--- config.mk ---
export PLATFORM = sky130hd
export DESIGN_NAME = dbc_top
export DESIGN_NICKNAME = d
export VERILOG_FILES = /design/src/rtl/dbc_sync.v /design/src/rtl/dbc_tap_fsm.v /design/src/rtl/dbc_top.v
export VERILOG_INCLUDE_DIRS = /design/src /design/src/rtl
export SDC_FILE = /design/constraint.sdc
export NUM_CORES = 1
export LEC_CHECK = 0
export BUFFER_PORTS_ARGS = -buffer_cell sky130_fd_sc_hd__buf_2
export CORE_AREA = 2 2 186 188
export CTS_BUF_LIST = sky130_fd_sc_hd__clkbuf_4 sky130_fd_sc_hd__clkbuf_8 sky130_fd_sc_hd__clkbuf_16
export CTS_CLUSTER_SIZE = 25
export DETAILED_ROUTE_END_ITERATION = 10
export DIE_AREA = 0 0 188 190
export GPL_ROUTABILITY_DRIVEN = 1
export PLACE_DENSITY = 0.65
export SLEW_MARGIN = 30
export SYNTH_ARGS = -nofsm -noshare
export SYNTH_HDL_FRONTEND = slang
export SYNTH_SLANG_ARGS = --single-unit
--- constraint.sdc ---
create_clock -name clk_sys_i -period 9.6 [get_ports clk_sys_i]
set_input_delay 0.48 -clock clk_sys_i [delete_from_list [all_inputs] [get_ports clk_sys_i]]
set_output_delay 0.48 -clock clk_sys_i [all_outputs]
set_load 0.05 [all_outputs]
--- src/rtl/dbc_consts.vh ---
// Purpose: shared constants of the debug command and cpu handshake block
// Assumes: plain Verilog-2005, included by bare name
// Notes: tap states are one-hot codes
`ifndef DBC_CONSTS_VH
`define DBC_CONSTS_VH
// tap controller states, one-hot
`define DBC_ST_W 16
`define DBC_ST_TLR 16'h0001
`define DBC_ST_RTI 16'h0002
`define DBC_ST_SELDR 16'h0004
`define DBC_ST_CAPDR 16'h0008
`define DBC_ST_SHDR 16'h0010
`define DBC_ST_EX1DR 16'h0020
`define DBC_ST_PADR 16'h0040
`define DBC_ST_EX2DR 16'h0080
`define DBC_ST_UPDR 16'h0100
`define DBC_ST_SELIR 16'h0200
`define DBC_ST_CAPIR 16'h0400
`define DBC_ST_SHIR 16'h0800
`define DBC_ST_EX1IR 16'h1000
`define DBC_ST_PAIR 16'h2000
`define DBC_ST_EX2IR 16'h4000
`define DBC_ST_UPIR 16'h8000
// command register layout
`define DBC_CMD_W 8
`define DBC_CMD_RD 7
`define DBC_CMD_GO 6
`define DBC_CMD_EXIT 5
`define DBC_SEL_HI 4
`define DBC_SEL_LO 0
`define DBC_CMD_RST 8'h0c
`define DBC_IR_CAPTURE 8'h01
// register select codes
`define DBC_SEL_TRACE 5'h03
`define DBC_SEL_CNT_A 5'h04
`define DBC_SEL_CNT_B 5'h05
`define DBC_SEL_PCFIFO 5'h06
`define DBC_SEL_BASE_A 5'h07
`define DBC_SEL_BASE_B 5'h08
`define DBC_SEL_MASK_A 5'h09
`define DBC_SEL_MASK_B 5'h0a
`define DBC_SEL_CPU_SCAN_REGISTER 5'h0b
`define DBC_SEL_BYPASS 5'h0c
`define DBC_SEL_CTRL 5'h0d
`define DBC_SEL_STAT 5'h0e
// data width and debug control register fields
`define DBC_DW 32
`define DBC_CTRL_RST 32'h00000000
`define DBC_CTRL_SOFT 15
`define DBC_CTRL_IHR_EN 14
`define DBC_CTRL_TRACE_EN 13
`define DBC_CTRL_RCB 11
`define DBC_CTRL_BCB_HI 10
`define DBC_CTRL_BCB_LO 6
`define DBC_CTRL_RCA 5
`define DBC_CTRL_BCA_HI 4
`define DBC_CTRL_BCA_LO 0
// breakpoint qualifier field: low three bits kind, high two bits mode
`define DBC_BC_OFF 5'h00
`define DBC_BK_ANY 3'h1
`define DBC_BK_INSTR 3'h2
`define DBC_BK_DATA 3'h3
`define DBC_BK_COF 3'h4
`define DBC_BK_WRITE 3'h5
`define DBC_BK_READ 3'h6
`define DBC_BM_ANY 2'h0
`define DBC_BM_USER 2'h2
`define DBC_BM_SUPER 2'h3
// cpu access attribute bits
`define DBC_AT_W 4
`define DBC_AT_INSTR 0
`define DBC_AT_WRITE 1
`define DBC_AT_SUPER 2
`define DBC_AT_COF 3
// trace counter
`define DBC_TRACE_W 16
`define DBC_TRACE_RST 16'h0000
`define DBC_TRACE_ONE 16'h0001
`define DBC_PS_W 4
`define DBC_PS_EXEC 4'h2
// debug status register bits
`define DBC_STAT_W 6
`define DBC_STAT_RST 6'h00
`define DBC_FLG_RST 4'h0
`endif

--- src/rtl/dbc_sync.v ---
// Purpose: three-stage synchroniser with agreement filter for pin inputs
// Assumes: inputs are asynchronous to clk_sys_i
// Notes: level changes only when stages two and three agree
`timescale 1ns/10ps
module dbc_sync #(
  parameter WIDTH = 4
) (
  input wire clk_sys_i,
  input wire rst_i,
  input wire [WIDTH-1:0] async_i,
  output wire [WIDTH-1:0] level_o
);
  reg [WIDTH-1:0] stage1;
  reg [WIDTH-1:0] stage2;
  reg [WIDTH-1:0] stage3;
  reg [WIDTH-1:0] level;
  genvar g;

  generate
    for (g = 0; g < WIDTH; g = g + 1) begin : g_bit
      // stage1 is read only by stage2
      always @(posedge clk_sys_i or posedge rst_i) begin
        if (rst_i) begin
          stage1[g] <= 1'b0;
          stage2[g] <= 1'b0;
          stage3[g] <= 1'b0;
          level[g] <= 1'b0;
        end else begin
          stage1[g] <= async_i[g];
          stage2[g] <= stage1[g];
          stage3[g] <= stage2[g];
          if (stage2[g] == stage3[g]) begin
            level[g] <= stage3[g];
          end
        end
      end
    end
  endgenerate

  assign level_o = level;
endmodule // dbc_sync

--- src/rtl/dbc_tap_fsm.v ---
// Purpose: sixteen-state tap controller stepped by sampled tck edges
// Assumes: tck_rise_i is a one-cycle pulse of clk_sys_i
// Notes: trst_n_i low forces test logic reset
`timescale 1ns/10ps
`include "dbc_consts.vh"
module dbc_tap_fsm (
  input wire clk_sys_i,
  input wire rst_i,
  input wire tck_rise_i,
  input wire tms_i,
  input wire trst_n_i,
  output reg [`DBC_ST_W-1:0] state_o
);
  reg [`DBC_ST_W-1:0] next_state;

  // standard transition table
  always @* begin
    case (state_o)
      `DBC_ST_TLR: next_state = tms_i ? `DBC_ST_TLR : `DBC_ST_RTI;
      `DBC_ST_RTI: next_state = tms_i ? `DBC_ST_SELDR : `DBC_ST_RTI;
      `DBC_ST_SELDR: next_state = tms_i ? `DBC_ST_SELIR : `DBC_ST_CAPDR;
      `DBC_ST_CAPDR: next_state = tms_i ? `DBC_ST_EX1DR : `DBC_ST_SHDR;
      `DBC_ST_SHDR: next_state = tms_i ? `DBC_ST_EX1DR : `DBC_ST_SHDR;
      `DBC_ST_EX1DR: next_state = tms_i ? `DBC_ST_UPDR : `DBC_ST_PADR;
      `DBC_ST_PADR: next_state = tms_i ? `DBC_ST_EX2DR : `DBC_ST_PADR;
      `DBC_ST_EX2DR: next_state = tms_i ? `DBC_ST_UPDR : `DBC_ST_SHDR;
      `DBC_ST_UPDR: next_state = tms_i ? `DBC_ST_SELDR : `DBC_ST_RTI;
      `DBC_ST_SELIR: next_state = tms_i ? `DBC_ST_TLR : `DBC_ST_CAPIR;
      `DBC_ST_CAPIR: next_state = tms_i ? `DBC_ST_EX1IR : `DBC_ST_SHIR;
      `DBC_ST_SHIR: next_state = tms_i ? `DBC_ST_EX1IR : `DBC_ST_SHIR;
      `DBC_ST_EX1IR: next_state = tms_i ? `DBC_ST_UPIR : `DBC_ST_PAIR;
      `DBC_ST_PAIR: next_state = tms_i ? `DBC_ST_EX2IR : `DBC_ST_PAIR;
      `DBC_ST_EX2IR: next_state = tms_i ? `DBC_ST_UPIR : `DBC_ST_SHIR;
      `DBC_ST_UPIR: next_state = tms_i ? `DBC_ST_SELDR : `DBC_ST_RTI;
      default: next_state = `DBC_ST_TLR;
    endcase
  end

  // state advances only on a sampled tck rising edge
  always @(posedge clk_sys_i or posedge rst_i) begin
    if (rst_i) begin
      state_o <= `DBC_ST_TLR;
    end else if (!trst_n_i) begin
      state_o <= `DBC_ST_TLR;
    end else if (tck_rise_i) begin
      state_o <= next_state;
    end
  end
endmodule // dbc_tap_fsm

--- src/rtl/dbc_top.v ---
// Purpose: debug command register, tap data path and cpu halt handshake
// Assumes: clk_sys_i is the processor clock at 40 MHz; tck much slower
// Notes: tap pins are sampled, not used as clocks; cpu side is same clock
`timescale 1ns/10ps
`include "dbc_consts.vh"
// What this block does
// - enabled internal halt input acts like soft halt bit; else ignored
// - halt request asks cpu to finish instruction and enter debug mode
// - halt request also wakes device from stop, doze or wait
// - break request raised when current access meets breakpoint condition
// - breakpoint match uses access address and cycle-type attributes
// - trace counter decrements only on qualifying cpu activity status
// - session set on first debug entry, cleared by go+exit to scan/bypass; code clears for bypass code 0c, not 1f
// - session stays set across single-step exits and re-entries
// - command register: 8-bit shift-ir register, loaded entering update-ir
// - access, step and exit happen only via a dr scan through update-dr
// - bit7 read/write, bit6 go, bit5 exit, bits4-0 register select
// - go runs scanned instruction then returns to debug unless exit set
// - go acts only for cpu scan register or bypass selection; code accepts bypass code 0c but not 1f
// - exit acts only with go and cpu scan or bypass selection; code accepts bypass code 0c but not 1f
// - go or exit takes effect only on entering update-dr
// - codes 03 trace, 04/05 break counters, 06 pc history fifo
// - codes 07/08 break bases a/b, 09/0a break masks a/b
// - 0b cpu scan, 0c and 1f bypass, 0d control, 0e status
// - command selects the data register used in capture, shift, update-dr
module dbc_top (
  input wire clk_sys_i,
  input wire rst_i,
  input wire tck_i,
  input wire tms_i,
  input wire tdi_i,
  input wire trst_n_i,
  input wire internal_halt_request_n_i,
  input wire cpu_halt_ack_i,
  input wire cpu_access_valid_i,
  input wire [`DBC_DW-1:0] cpu_addr_i,
  input wire [`DBC_AT_W-1:0] cpu_access_attributes_i,
  input wire [`DBC_PS_W-1:0] cpu_activity_status_i,
  input wire [`DBC_DW-1:0] res_rdata_i,
  output reg tdo_o,
  output reg tdo_oe_n_o,
  output reg cpu_halt_request_o,
  output reg lowpower_wake_o,
  output reg cpu_break_request_o,
  output reg debug_session_o,
  output reg cpu_go_o,
  output reg cpu_go_exit_o,
  output reg [`DBC_SEL_HI:0] res_sel_o,
  output reg res_capture_o,
  output reg res_write_o,
  output reg [`DBC_DW-1:0] res_wdata_o
);
  wire [3:0] pin_s;
  wire [`DBC_ST_W-1:0] tap_st;
  reg [`DBC_ST_W-1:0] tap_st_d;
  wire [`DBC_ST_W-1:0] st_enter;
  reg tck_d;
  wire tck_rise;
  wire tck_fall;
  reg [`DBC_CMD_W-1:0] ir_sh;
  reg [`DBC_CMD_W-1:0] debug_command_reg;
  reg [`DBC_DW-1:0] dr_sh;
  reg [`DBC_DW-1:0] capture_val;
  reg [`DBC_DW-1:0] debug_control_reg;
  reg [`DBC_DW-1:0] break_base_a;
  reg [`DBC_DW-1:0] break_base_b;
  reg [`DBC_DW-1:0] break_mask_a;
  reg [`DBC_DW-1:0] break_mask_b;
  reg [`DBC_TRACE_W-1:0] trace_counter;
  reg ack_d;
  reg brk_seen;
  reg [3:0] cause_flags;
  wire [`DBC_SEL_HI:0] sel;
  wire is_read;
  wire in_tlr;
  wire upd_dr;
  wire go_now;
  wire go_exit_now;
  wire ack_rise;
  wire soft_halt_request_bit;
  wire ihr_active;
  wire trace_hit;
  wire halt_src;
  wire hit_a;
  wire hit_b;
  wire [`DBC_STAT_W-1:0] debug_status_reg;

  // selections that behave as the one-bit bypass register
  function sel_is_bypass;
    input [`DBC_SEL_HI:0] s;
    begin
      sel_is_bypass = (s < `DBC_SEL_TRACE) || (s > `DBC_SEL_STAT) ||
        (s == `DBC_SEL_BYPASS);
    end
  endfunction

  // resources that live outside this block, reached over the res port
  function sel_is_external;
    input [`DBC_SEL_HI:0] s;
    begin
      sel_is_external = (s == `DBC_SEL_CNT_A) || (s == `DBC_SEL_CNT_B) ||
        (s == `DBC_SEL_PCFIFO) || (s == `DBC_SEL_CPU_SCAN_REGISTER);
    end
  endfunction

  // attribute qualifier of one memory breakpoint
  function cpu_access_attributes_ok;
    input [4:0] bc;
    input [`DBC_AT_W-1:0] at;
    reg kind_ok;
    reg mode_ok;
    begin
      case (bc[2:0])
        `DBC_BK_ANY: kind_ok = 1'b1;
        `DBC_BK_INSTR: kind_ok = at[`DBC_AT_INSTR];
        `DBC_BK_DATA: kind_ok = ~at[`DBC_AT_INSTR];
        `DBC_BK_COF: kind_ok = at[`DBC_AT_INSTR] & at[`DBC_AT_COF];
        `DBC_BK_WRITE: kind_ok = ~at[`DBC_AT_INSTR] & at[`DBC_AT_WRITE];
        `DBC_BK_READ: kind_ok = ~at[`DBC_AT_INSTR] & ~at[`DBC_AT_WRITE];
        default: kind_ok = 1'b0;
      endcase
      case (bc[4:3])
        `DBC_BM_ANY: mode_ok = 1'b1;
        `DBC_BM_USER: mode_ok = ~at[`DBC_AT_SUPER];
        `DBC_BM_SUPER: mode_ok = at[`DBC_AT_SUPER];
        default: mode_ok = 1'b0;
      endcase
      cpu_access_attributes_ok = (bc != `DBC_BC_OFF) & kind_ok & mode_ok;
    end
  endfunction

  // tap pins come from the probe's domain: three-flop filtered levels
  dbc_sync #(
    .WIDTH(4)
  ) u_sync (
    .clk_sys_i(clk_sys_i),
    .rst_i(rst_i),
    .async_i({trst_n_i, tdi_i, tms_i, tck_i}),
    .level_o(pin_s)
  );

  dbc_tap_fsm u_fsm (
    .clk_sys_i(clk_sys_i),
    .rst_i(rst_i),
    .tck_rise_i(tck_rise),
    .tms_i(pin_s[1]),
    .trst_n_i(pin_s[3]),
    .state_o(tap_st)
  );

  // tck edges and state entry pulses, all on the system clock
  always @(posedge clk_sys_i or posedge rst_i) begin
    if (rst_i) begin
      tck_d <= 1'b0;
      tap_st_d <= `DBC_ST_TLR;
      ack_d <= 1'b0;
    end else begin
      tck_d <= pin_s[0];
      tap_st_d <= tap_st;
      ack_d <= cpu_halt_ack_i;
    end
  end

  assign tck_rise = pin_s[0] & ~tck_d;
  assign tck_fall = ~pin_s[0] & tck_d;
  assign st_enter = tap_st & ~tap_st_d;
  assign in_tlr = |(tap_st & `DBC_ST_TLR);
  assign upd_dr = |(st_enter & `DBC_ST_UPDR);
  assign ack_rise = cpu_halt_ack_i & ~ack_d;

  // command fields
  assign sel = debug_command_reg[`DBC_SEL_HI:`DBC_SEL_LO];
  assign is_read = debug_command_reg[`DBC_CMD_RD];
  // go only for the scan selection (0b) or bypass code 0c, not other bypass codes, only at update-dr
  assign go_now = upd_dr & debug_command_reg[`DBC_CMD_GO] &
    ((sel == `DBC_SEL_CPU_SCAN_REGISTER) || (sel == `DBC_SEL_BYPASS));
  assign go_exit_now = go_now & debug_command_reg[`DBC_CMD_EXIT];

  // instruction path: shift lsb first, load command entering update-ir
  always @(posedge clk_sys_i or posedge rst_i) begin
    if (rst_i) begin
      ir_sh <= `DBC_IR_CAPTURE;
      debug_command_reg <= `DBC_CMD_RST;
    end else begin
      if (tck_rise && |(tap_st & `DBC_ST_CAPIR)) begin
        ir_sh <= `DBC_IR_CAPTURE;
      end else if (tck_rise && |(tap_st & `DBC_ST_SHIR)) begin
        ir_sh <= {pin_s[2], ir_sh[`DBC_CMD_W-1:1]};
      end
      if (in_tlr) begin
        debug_command_reg <= `DBC_CMD_RST;
      end else if (|(st_enter & `DBC_ST_UPIR)) begin
        debug_command_reg <= ir_sh;
      end
    end
  end

  // read value for the selected internal resource
  always @* begin
    case (sel)
      `DBC_SEL_TRACE: capture_val = {{(`DBC_DW-`DBC_TRACE_W){1'b0}},
        trace_counter};
      `DBC_SEL_BASE_A: capture_val = break_base_a;
      `DBC_SEL_BASE_B: capture_val = break_base_b;
      `DBC_SEL_MASK_A: capture_val = break_mask_a;
      `DBC_SEL_MASK_B: capture_val = break_mask_b;
      `DBC_SEL_CTRL: capture_val = debug_control_reg;
      `DBC_SEL_STAT: capture_val = {{(`DBC_DW-`DBC_STAT_W){1'b0}},
        debug_status_reg};
      default: capture_val = res_rdata_i;
    endcase
  end

  // data path: the command picks which register the dr scan reaches
  always @(posedge clk_sys_i or posedge rst_i) begin
    if (rst_i) begin
      dr_sh <= {`DBC_DW{1'b0}};
    end else if (tck_rise && |(tap_st & `DBC_ST_CAPDR)) begin
      if (sel_is_bypass(sel)) begin
        dr_sh <= {`DBC_DW{1'b0}};
      end else begin
        dr_sh <= capture_val;
      end
    end else if (tck_rise && |(tap_st & `DBC_ST_SHDR)) begin
      if (sel_is_bypass(sel)) begin
        dr_sh <= {{(`DBC_DW-1){1'b0}}, pin_s[2]};
      end else begin
        dr_sh <= {pin_s[2], dr_sh[`DBC_DW-1:1]};
      end
    end
  end

  // tdo changes on tck falling edge, driven only in the shift states
  always @(posedge clk_sys_i or posedge rst_i) begin
    if (rst_i) begin
      tdo_o <= 1'b0;
      tdo_oe_n_o <= 1'b1;
    end else if (tck_fall) begin
      if (|(tap_st & `DBC_ST_SHIR)) begin
        tdo_o <= ir_sh[0];
        tdo_oe_n_o <= 1'b0;
      end else if (|(tap_st & `DBC_ST_SHDR)) begin
        tdo_o <= dr_sh[0];
        tdo_oe_n_o <= 1'b0;
      end else begin
        tdo_oe_n_o <= 1'b1;
      end
    end
  end

  // access strobes toward resources outside this block
  always @(posedge clk_sys_i or posedge rst_i) begin
    if (rst_i) begin
      res_sel_o <= `DBC_SEL_BYPASS;
      res_capture_o <= 1'b0;
      res_write_o <= 1'b0;
      res_wdata_o <= {`DBC_DW{1'b0}};
    end else begin
      res_sel_o <= sel;
      res_capture_o <= |(st_enter & `DBC_ST_CAPDR) & is_read &
        sel_is_external(sel);
      res_write_o <= upd_dr & ~is_read & sel_is_external(sel);
      if (upd_dr) begin
        res_wdata_o <= dr_sh;
      end
    end
  end

  // internal registers written at update-dr; test logic reset clears control
  always @(posedge clk_sys_i or posedge rst_i) begin
    if (rst_i) begin
      debug_control_reg <= `DBC_CTRL_RST;
      break_base_a <= {`DBC_DW{1'b0}};
      break_base_b <= {`DBC_DW{1'b0}};
      break_mask_a <= {`DBC_DW{1'b0}};
      break_mask_b <= {`DBC_DW{1'b0}};
    end else if (in_tlr) begin
      debug_control_reg <= `DBC_CTRL_RST;
    end else if (upd_dr && !is_read) begin
      case (sel)
        `DBC_SEL_CTRL: debug_control_reg <= dr_sh;
        `DBC_SEL_BASE_A: break_base_a <= dr_sh;
        `DBC_SEL_BASE_B: break_base_b <= dr_sh;
        `DBC_SEL_MASK_A: break_mask_a <= dr_sh;
        `DBC_SEL_MASK_B: break_mask_b <= dr_sh;
        default: debug_control_reg <= debug_control_reg;
      endcase
    end
  end

  // trace counter: software load wins over a decrement in the same cycle
  always @(posedge clk_sys_i or posedge rst_i) begin
    if (rst_i) begin
      trace_counter <= `DBC_TRACE_RST;
    end else if (upd_dr && !is_read && sel == `DBC_SEL_TRACE) begin
      trace_counter <= dr_sh[`DBC_TRACE_W-1:0];
    end else if (debug_control_reg[`DBC_CTRL_TRACE_EN] && !cpu_halt_ack_i &&
      cpu_activity_status_i == `DBC_PS_EXEC && trace_counter != `DBC_TRACE_RST
      ) begin
      trace_counter <= trace_counter - `DBC_TRACE_ONE;
    end
  end

  assign trace_hit = debug_control_reg[`DBC_CTRL_TRACE_EN] &
    (trace_counter == `DBC_TRACE_RST);

  // address match under mask, optionally inverted for out-of-range
  assign hit_a = cpu_access_attributes_ok(debug_control_reg[`DBC_CTRL_BCA_HI:`DBC_CTRL_BCA_LO],
    cpu_access_attributes_i) & (debug_control_reg[`DBC_CTRL_RCA] ^
    (((cpu_addr_i ^ break_base_a) & ~break_mask_a) == {`DBC_DW{1'b0}}));
  assign hit_b = cpu_access_attributes_ok(debug_control_reg[`DBC_CTRL_BCB_HI:`DBC_CTRL_BCB_LO],
    cpu_access_attributes_i) & (debug_control_reg[`DBC_CTRL_RCB] ^
    (((cpu_addr_i ^ break_base_b) & ~break_mask_b) == {`DBC_DW{1'b0}}));

  // break request follows the access one cycle later
  always @(posedge clk_sys_i or posedge rst_i) begin
    if (rst_i) begin
      cpu_break_request_o <= 1'b0;
    end else begin
      cpu_break_request_o <= cpu_access_valid_i &
        (hit_a | hit_b);
    end
  end

  // halt sources; internal input is ignored unless enabled
  assign soft_halt_request_bit = debug_control_reg[`DBC_CTRL_SOFT];
  assign ihr_active = debug_control_reg[`DBC_CTRL_IHR_EN] &
    ~internal_halt_request_n_i;
  assign halt_src = soft_halt_request_bit | ihr_active | trace_hit;

  // request latched so a short source pulse is not lost before ack
  always @(posedge clk_sys_i or posedge rst_i) begin
    if (rst_i) begin
      cpu_halt_request_o <= 1'b0;
      lowpower_wake_o <= 1'b0;
    end else if (cpu_halt_ack_i) begin
      cpu_halt_request_o <= 1'b0;
      lowpower_wake_o <= 1'b0;
    end else if (halt_src) begin
      cpu_halt_request_o <= 1'b1;
      lowpower_wake_o <= 1'b1;
    end
  end

  // go pulses toward the cpu, issued only entering update-dr
  always @(posedge clk_sys_i or posedge rst_i) begin
    if (rst_i) begin
      cpu_go_o <= 1'b0;
      cpu_go_exit_o <= 1'b0;
    end else begin
      cpu_go_o <= go_now;
      cpu_go_exit_o <= go_exit_now;
    end
  end

  // session flag; a debug entry in the release cycle keeps it set
  always @(posedge clk_sys_i or posedge rst_i) begin
    if (rst_i) begin
      debug_session_o <= 1'b0;
    end else if (ack_rise) begin
      debug_session_o <= 1'b1;
    end else if (go_exit_now || in_tlr) begin
      debug_session_o <= 1'b0;
    end
  end

  // entry causes: sticky, set wins over the go+exit clear
  always @(posedge clk_sys_i or posedge rst_i) begin
    if (rst_i) begin
      brk_seen <= 1'b0;
      cause_flags <= `DBC_FLG_RST;
    end else begin
      if (cpu_break_request_o) begin
        brk_seen <= 1'b1;
      end else if (ack_rise) begin
        brk_seen <= 1'b0;
      end
      if (ack_rise) begin
        cause_flags <= cause_flags | {trace_hit, brk_seen,
          ~internal_halt_request_n_i & debug_control_reg[`DBC_CTRL_IHR_EN],
          soft_halt_request_bit};
      end else if (go_exit_now || in_tlr) begin
        cause_flags <= `DBC_FLG_RST;
      end
    end
  end

  // status read view: causes, cpu in debug, session
  assign debug_status_reg = {cause_flags, cpu_halt_ack_i, debug_session_o};
endmodule // dbc_top

Yosys cells after proc, flatten, opt, wreduce, memory -nomap -nowiden
Cells that the tools add are included.
{"block": "word_totals", "output_inout_bits": 47, "reg_bits": 325, "wordCells": 230}
{"block": "op_classes", "n_mux": 45, "n_lt_le_gt_ge": 2, "addsub": 1, "n_reduce_logical": 45, "eq_ne": 50, "bitwise_logic": 45}
{"operator": "$mux W32", "count": 7}
{"operator": "$pmux W32 S7", "count": 1}
{"operator": "$pmux W16 S12", "count": 1}
{"operator": "$mux W16", "count": 6}
{"operator": "$and A32 B32 Y32", "count": 2}
{"operator": "$logic_not A32 Y1", "count": 2}
{"operator": "$not A32 Y32", "count": 2}
{"operator": "$xor A32 B32 Y32", "count": 2}
{"operator": "$mux W8", "count": 5}
{"operator": "$eq A5 B4 Y1 const B", "count": 7}
{"operator": "$and A1 B1 Y1", "count": 22}
{"operator": "$eq A5 B3 Y1 const B", "count": 4}
{"operator": "$reduce_bool A2 Y1", "count": 10}
{"operator": "$eq A3 B3 Y1 const B", "count": 6}
{"operator": "$mux W9", "count": 2}
{"operator": "$and A16 B16 Y16", "count": 1}
{"operator": "$eq A16 B1 Y1 const B", "count": 1}
{"operator": "$eq A16 B10 Y1 const B", "count": 1}
{"operator": "$eq A16 B11 Y1 const B", "count": 1}
{"operator": "$eq A16 B12 Y1 const B", "count": 1}
{"operator": "$eq A16 B13 Y1 const B", "count": 1}
{"operator": "$eq A16 B14 Y1 const B", "count": 1}
{"operator": "$eq A16 B15 Y1 const B", "count": 1}
{"operator": "$eq A16 B16 Y1 const B", "count": 1}
{"operator": "45 further kinds", "count": 100}

Depth between registers and ports, before layout
Gate-level depths: netlist of run 1.
{"block": "depth", "depth_word": 8, "mapped_depth": 9, "depth_no_buf": 8}

By module
From an unflattened synthesis of run 1, not the netlist that was laid out.
{"block": "hier_totals", "cells_unflattened": 1344, "area_unflattened_um2": 15140.8}
{"module": "dbc_top", "area_each_um2": 13470.4, "instances": 1, "cells_per_inst": 1179}
{"module": "dbc_tap_fsm", "area_each_um2": 1221.2, "instances": 1, "cells_per_inst": 144}
{"module": "dbc_sync", "area_each_um2": 449.2, "instances": 1, "cells_per_inst": 21}

Least setup slack after synthesis of run 1
Ideal clock, no wire load.
{"block": "synth_timing", "path_kind": "flip-flop to flip-flop", "from": "register debug_command_reg[3]", "to": "register break_mask_a[2]", "synth_period_minus_slack_ps": 2104, "path_stages_with_launch": 7, "setup_slack_ps": 7496, "path_buffers": 2, "t_required_ps": 9472, "t_arrival_ps": 1976, "setup_time_ps": 128, "path_cell_list": "dfstp_2 buf_2 or3b_1 nor2_1 nand2_1 buf_2 mux2_1"}
{"block": "synth_between", "elab_chain_cells": 2}
{"item": "start, declared", "line_no": "dbc_top.v:61", "source": "reg [`DBC_CMD_W-1:0] debug_command_reg;"}
{"item": "start signal, assigned", "line_no": "dbc_top.v:183", "source": "debug_command_reg <= `DBC_CMD_RST;"}
{"item": "start signal, assigned", "line_no": "dbc_top.v:191", "source": "debug_command_reg <= `DBC_CMD_RST;"}
{"item": "start signal, assigned", "line_no": "dbc_top.v:193", "source": "debug_command_reg <= ir_sh;"}
{"item": "$eq A5 B4 Y1", "line_no": "dbc_top.v:280", "source": "case (sel)"}
{"item": "$reduce_and A3 Y1 (no source line)"}
{"item": "end signal, assigned", "line_no": "dbc_top.v:275", "source": "break_mask_a <= {`DBC_DW{1'b0}};"}
{"item": "end signal, assigned", "line_no": "dbc_top.v:284", "source": "`DBC_SEL_MASK_A: break_mask_a <= dr_sh;"}
{"item": "end, declared", "line_no": "dbc_top.v:67", "source": "reg [`DBC_DW-1:0] break_mask_a;"}
No other way between the ends.
A chain may end at the register's enable or synchronous reset.

Final worst setup path of run 1
{"block": "layout_timing", "from": "register debug_command_reg[3]", "to": "register break_mask_b[0]"}
{"block": "layout_between", "elab_chain_cells": 2}
{"item": "$eq A5 B4 Y1", "line_no": "dbc_top.v:280"}
{"item": "$reduce_and A3 Y1 (no source line)"}
{"item": "end signal, assigned", "line_no": "dbc_top.v:276", "source": "break_mask_b <= {`DBC_DW{1'b0}};"}
{"item": "end signal, assigned", "line_no": "dbc_top.v:285", "source": "`DBC_SEL_MASK_B: break_mask_b <= dr_sh;"}
{"item": "end, declared", "line_no": "dbc_top.v:68", "source": "reg [`DBC_DW-1:0] break_mask_b;"}
No other way between the ends.

==> results of run 1 <==
==> critical path, stage by stage (launching register included) <==
cell and delay (ps):
dfstp_2 730, or3b_1 690, nor3_4 850, nand2_1 540, buf_4 420, mux2_2 320
==> layout by cell type (no fill, tap or decap), types with 5 or more instances in the layout <==
cell       count
nand2b_1      22
clkbuf_16     37
a31oi_1       12
xor2_1        15
o21ai_1        7
or4_1          6
and2_1         7
nor3_1         7
nor2b_1        8
a221oi_1      15
nand3_1        7
a222oi_1       8
nor2_1        79
a22oi_1       26
dfrtp_1      305
o221ai_1       8
a221o_1        6
clkinv_2       5
xnor2_1       73
a22o_1        47
o31ai_1       11
o21ai_0       57
clkbuf_8       5
a211oi_1      10
mux2_2       165
a21oi_1       60
o22ai_1       37
nor4_1        16
nand2_1       89
dfstp_2        7
nand3b_1      10
buf_4         19
or3_1          5
inv_1         10
clkbuf_4      12
mux2i_1       23
buf_2        127
==> worst max-delay path by stage <==
stage	end	slack, ps
floorplan	ack_d	500
finish	break_mask_b[0]	5920
global placement	break_base_b[18]	5750
global route	break_mask_b[27]	5780
CTS	break_mask_b[27]	5980
detailed placement	break_mask_b[0]	6000
==> per-stage QoR <==
step           std cells  worst slack [ps]  instance area [sq um]
3_3_place_gp        1838              5754                  16010
6_report            1904              5916                  17240
3_5_place_dp        1838              5999                  16020
4_1_cts             1903              5978                  17200
2_1_floorplan       1337             502.1                  15040
5_1_grt             1904              5778                  17240
==> power by group through the flow <==
| stage | Clock, mW | Combinational [mW] | Sequential, mW |
|---|---|---|---|
| finish | 1.37 | 0.116 | 1.33 |
| global route | 1.45 | 0.127 | 1.33 |
| CTS | 1.39 | 0.115 | 1.33 |
| detailed placement | 0 | 0.115 | 1.35 |
| global placement | 0 | 0.115 | 1.35 |
| floorplan | 0 | 0.0601 | 1.36 |
==> synth_stat cells (all sizes together), types with 12 or more instances <==
library cell / instances / area (sq um)
xnor2: 73 / 639.4
nor4: 19 / 148.9
a31oi: 12 / 75.07
xor2: 15 / 131.4
o21ai: 65 / 325.3
mux2: 168 / 1892
dfrtp: 305 / 7632
a22o: 47 / 411.6
a22oi: 26 / 195.2
nor2: 79 / 296.5
a221oi: 15 / 131.4
nand2b: 23 / 143.9
buf: 58 / 267.8
nand2: 91 / 344.1
mux2i: 23 / 230.2
a21oi: 62 / 314.1
o22ai: 37 / 231.5
clkbuf: 43 / 162.7
==> routing by layer <==
| layer | track usage (%) | vias to the layer above | wire (um) |
|---|---|---|---|
| met4 | 9.388 | 2 | 1516 |
| met5 | 0 | - | 13 |
| met3 | 4.778 | 104 | 2908 |
| met1 | 34.34 | 5759 | 19610 |
| met2 | 38.96 | 442 | 20490 |
| li1 | - | 5067 | - |
==> area by class of cell <==
cell class | instances | area [sq um] | area share, %
tap | 455 | 569.3 | 3.303
timing repair buffer | 148 | 825.8 | 4.791
clock buffer | 54 | 1085 | 6.294
clock inverter | 11 | 97.59 | 0.5662
inverter | 11 | 53.80 | 0.3121
sequential | 312 | 7816 | 45.35
multi-input combinational | 913 | 6789 | 39.39
==> cell families after synthesis <==
family                     synth area share, %
AOI/OAI and AO/OA                        15.33
xor gates and xnor gates                 5.126
muxes                                    14.11
and+or+nand+nor                          9.885
buffers and inverters                    3.137
DFF                                      51.98
adders and majority gates               0.4327
==> impl_metrics.ini, run 1 <==
[status]
status = complete, no violations

[synthesis]
async_reset_ff_share_pct = 100.0
syn_area_sq_um = 15040
yosysWarnings = 0
ys_seq_area_share_pct = 51.98
synth_edf_count = 0
synthFlopType = dfrtp_1
syn_area_per_cell_sq_um = 11.25
ys_types = 68
synthCells = 1337
syn-num-nets = 1420
ys_ff_latch = 312

[cts]
insertion_delay_ps = 530
clock_sinks = 312
cts_buffer_depth = 3
cts_tree = built
cts.clk_slew.worst_paths_ps = 60
cts-root-buf = clkbuf_16
cts_resized = 0
post-cts-setup-buffers = 0
h-tree-depth = 2
holdBufCountCts = 0
numCtsBuffers = 37

[setup_path]
crit_required_ps = 10010
timing.rr.end = break_mask_b[0]
start_kind = flop
critPathCaptureType = flop
cp.arrival_ps = 4090
crit_path_max_fanout = 23
crit_type = flop to flop
r2r_start = debug_command_reg[3]
critPathLaunch = debug_command_reg[3]
reg2reg_setup_slack_ps = 5920
ff2ff_path_depth = 5

[route]
drtIter0Drc = 918
route.vias.total = 11370
detail_route.vias_per_cell = 5.974
wl_mm = 44.54
firstDrtPassIters = 5
drc_errors = 0
ant_nets = 0
wl_per_cell_um = 23.39

[grt]
antenna_found_initial = 1
globalRouteOverflowTotal = 0
first_global_vias = 11360
grt_use_total_pct = 24.86
grt_pass1_wl_mm = 68.11
grt_max_degree = 182

[cells_and_area]
diodes = 0
num-fill-cells = 3022
post-route-util_pct = 50.77
final_nets = 1506
drive_above_1_share_pct = 28.16
area_growth_pct = 14.63

[sta]
hold_viol = 0
max_slew_margin_pct = 35.84
setup_viol = 0
setup_tns_ps = 0
hold_ws_ps = 56.68
rsz0062_at_grt = no
worst_slew_pin_slew_ps = 959.3
fin_crit_ps = 3684
min_period_over_period_pct = 38.37
finClkSkew_ps = 13.98
finalMaxSlewViolations = 0
max_freq_mhz = 271.4

[place]
dp_hpwl_mm = 30.13
port_buffers = 127
gp_congestion = 0.8620

[flow_run]
max_cap_violations = 0

[power_and_ir_drop]
switching_share_pct = 22.73
leakagePower_nw = 7.862
power_frac_seq_pct = 47.3
p_switching_uw = 640.0
power.total_mw = 2.815
ir_drop_mv = 0.1043
power_density_nw_per_um2 = 163.3
p_comb_share_pct = 4.1
intPower_mw = 2.175
p_clk_share_pct = 48.6

[die]
die_h_um = 190
die_w_um = 188
die-area_sq_um = 35720
core-area_sq_um = 33950
ioPinCount = 128
row_count = 68
start_util_pct = 44.29

[min_path]
min_path_type = primary input to flop
min_to = u_sync.stage1[3]
hold_start = trst_n_i
min_path_cells = 1
Power figures use the tool's default switching activity.
==> run 2: changes to the inputs <==
--- a/config.mk
+++ b/config.mk
@@ -13,7 +13,7 @@
 export DETAILED_ROUTE_END_ITERATION = 10
 export DIE_AREA = 0 0 188 190
 export GPL_ROUTABILITY_DRIVEN = 1
-export PLACE_DENSITY = 0.65
+export PLACE_DENSITY = 0.63
 export SLEW_MARGIN = 30
 export SYNTH_ARGS = -nofsm -noshare
 export SYNTH_HDL_FRONTEND = slang
==> constraint.sdc (replaced) <==
create_clock -name clk_sys_i -period 3.8 [get_ports clk_sys_i]
set_input_delay 0.19 -clock clk_sys_i [delete_from_list [all_inputs] [get_ports clk_sys_i]]
set_output_delay 0.19 -clock clk_sys_i [all_outputs]
set_load 0.05 [all_outputs]
==> impl_metrics.ini, run 2 (synthesis results as in run 1) <==
[setup_path]
start_kind = flop
crit_required_ps = 4200
cp.arrival_ps = 3130
critPathCaptureType = flop
critical_path.max_stage_delay_ps = 770
crit_chain = nand2_1, nor3b_2, and2_1, buf_12, mux2_2
crit_path_max_fanout = 24
crit_type = flop to flop
crit_slowest_cell = dfrtp_1

[min_path]
min_path_type = primary input to flop

[sta]
max_slew_margin_pct = 39.95
worst_slew_pin_slew_ps = 898.6
fin_crit_ps = 2729
setup_viol = 0
max_freq_mhz = 366.4
finalMaxSlewViolations = 0
min_period_over_period_pct = 71.81
rsz0062_at_grt = no
finClkSkew_ps = 18.00
hold_viol = 0
postLayoutSetupSlackWorst_ps = 1071

[grt]
first_global_vias = 11120
grt_pass1_wl_mm = 69.16
globalRouteOverflowTotal = 0
grt_max_degree = 145
antenna_found_initial = 0
grt_use_total_pct = 25.27

[cells_and_area]
finish.instance_area_sq_um = 17420
drive_above_1_share_pct = 28.18
layout_commonest_cell = dfrtp_1
area_growth_pct = 15.83
final_nets = 1520
diodes = 0
final_cell_mix = dfrtp_1 (305), mux2_2 (165), buf_2 (127)
post-route-util_pct = 51.31

[route]
wl_mm = 45.00
firstDrtPassIters = 5
drc_errors = 0
route.vias.total = 11500
ant_nets = 0
detail_route.vias_per_cell = 5.997
top_layer_used = met4
wl_per_cell_um = 23.47
dr_wl_met3_mm = 3.071
met2_length_mm = 20.64
wl_met1_mm = 20.05
drtIter0Drc = 1351

[cts]
cts.clk_slew.worst_paths_ps = 60
cts_buffer_depth = 3
numCtsBuffers = 35
cts_tree = built
cts_resized = 0
cts-root-buf = clkbuf_16
insertion_delay_ps = 520
h-tree-depth = 2
clock_sinks = 312

[die]
row_count = 68
die_w_um = 188
die_h_um = 190
core-area_sq_um = 33950
die-area_sq_um = 35720
start_util_pct = 44.29
ioPinCount = 128

[place]
port_buffers = 127
dp_hpwl_mm = 30.87
place_area_sq_um = 16140
gp_congestion = 0.8880
place_ws_ps = 1076

[power_and_ir_drop]
ir_drop_mv = 0.3106
power_density_nw_per_um2 = 414.3
leakagePower_nw = 7.957
power.total_mw = 7.216

[status]
status = complete, no violations

[flow_run]
max_cap_violations = 0
## run 2: what timing repair did
action | 4_1_cts | 5_1_grt
hold buffers | 8 | 0
endpoints found under the hold margin | 100 | 0
buffers inserted | 0 | 0
## run 2: final cells by class
class / count / area, sq um
timing repair buffer: 164 / 1008
sequential: 312 / 7816
inverter: 11 / 45.04
multi-input combinational: 913 / 6780
clock buffer: 46 / 983.4
tap: 455 / 569.3
fill: 3016 / 16530
clock inverter: 16 / 215.2
## run 2: critical path, delay by kind of cell, from the launching register on
family | cells | cell delay (ps)
multiplexers | 1 | 360
buffers and inverters | 1 | 290
flip-flops | 1 | 770
AND/OR/NAND/NOR | 3 | 1180
## run 2: through the flow
step / instances / setup TNS [ps] / hold WS [ps]
2_1_floorplan: 1337 / -164450 / 221.4
3_3_place_gp: 1847 / 0 / 299.6
3_5_place_dp: 1847 / 0 / 299.3
4_1_cts: 1917 / 0 / 2.115
5_1_grt: 1917 / 0 / 7.363
6_report: 1917 / 0 / 17.08
## run 2: power by group
group / internal, mW / switching (mW) / total, mW / leakage, nW
Sequential: 3.34 / 0.0193 / 3.36 / 4.08
Clock: 2.17 / 1.38 / 3.55 / 0.603
Combinational: 0.0992 / 0.203 / 0.302 / 3.27
## run 2: routing by layer
metal | track usage, % | vias to the layer above
li1 | - | 5108
met1 | 36.52 | 5845
met2 | 39.27 | 464
met3 | 3.708 | 80
met4 | 8.147 | 0
met5 | 0 | -
## run 2: worst paths after layout
kind	start	to	slack (ps)	cells after the start
worst max-delay path	debug_command_reg[1]	break_base_a[22]	1070	5
worst min-delay path	cpu_access_valid_i	cpu_break_request_o	20	3
worst max register to register	debug_command_reg[1]	break_base_a[22]	1070	5
worst min register to register	u_sync.stage1[1]	u_sync.stage2[1]	350	0
max in group asynchronous	rst_i	res_wdata_o[27]	2700	4
min in group asynchronous	rst_i	debug_control_reg[0]	420	4
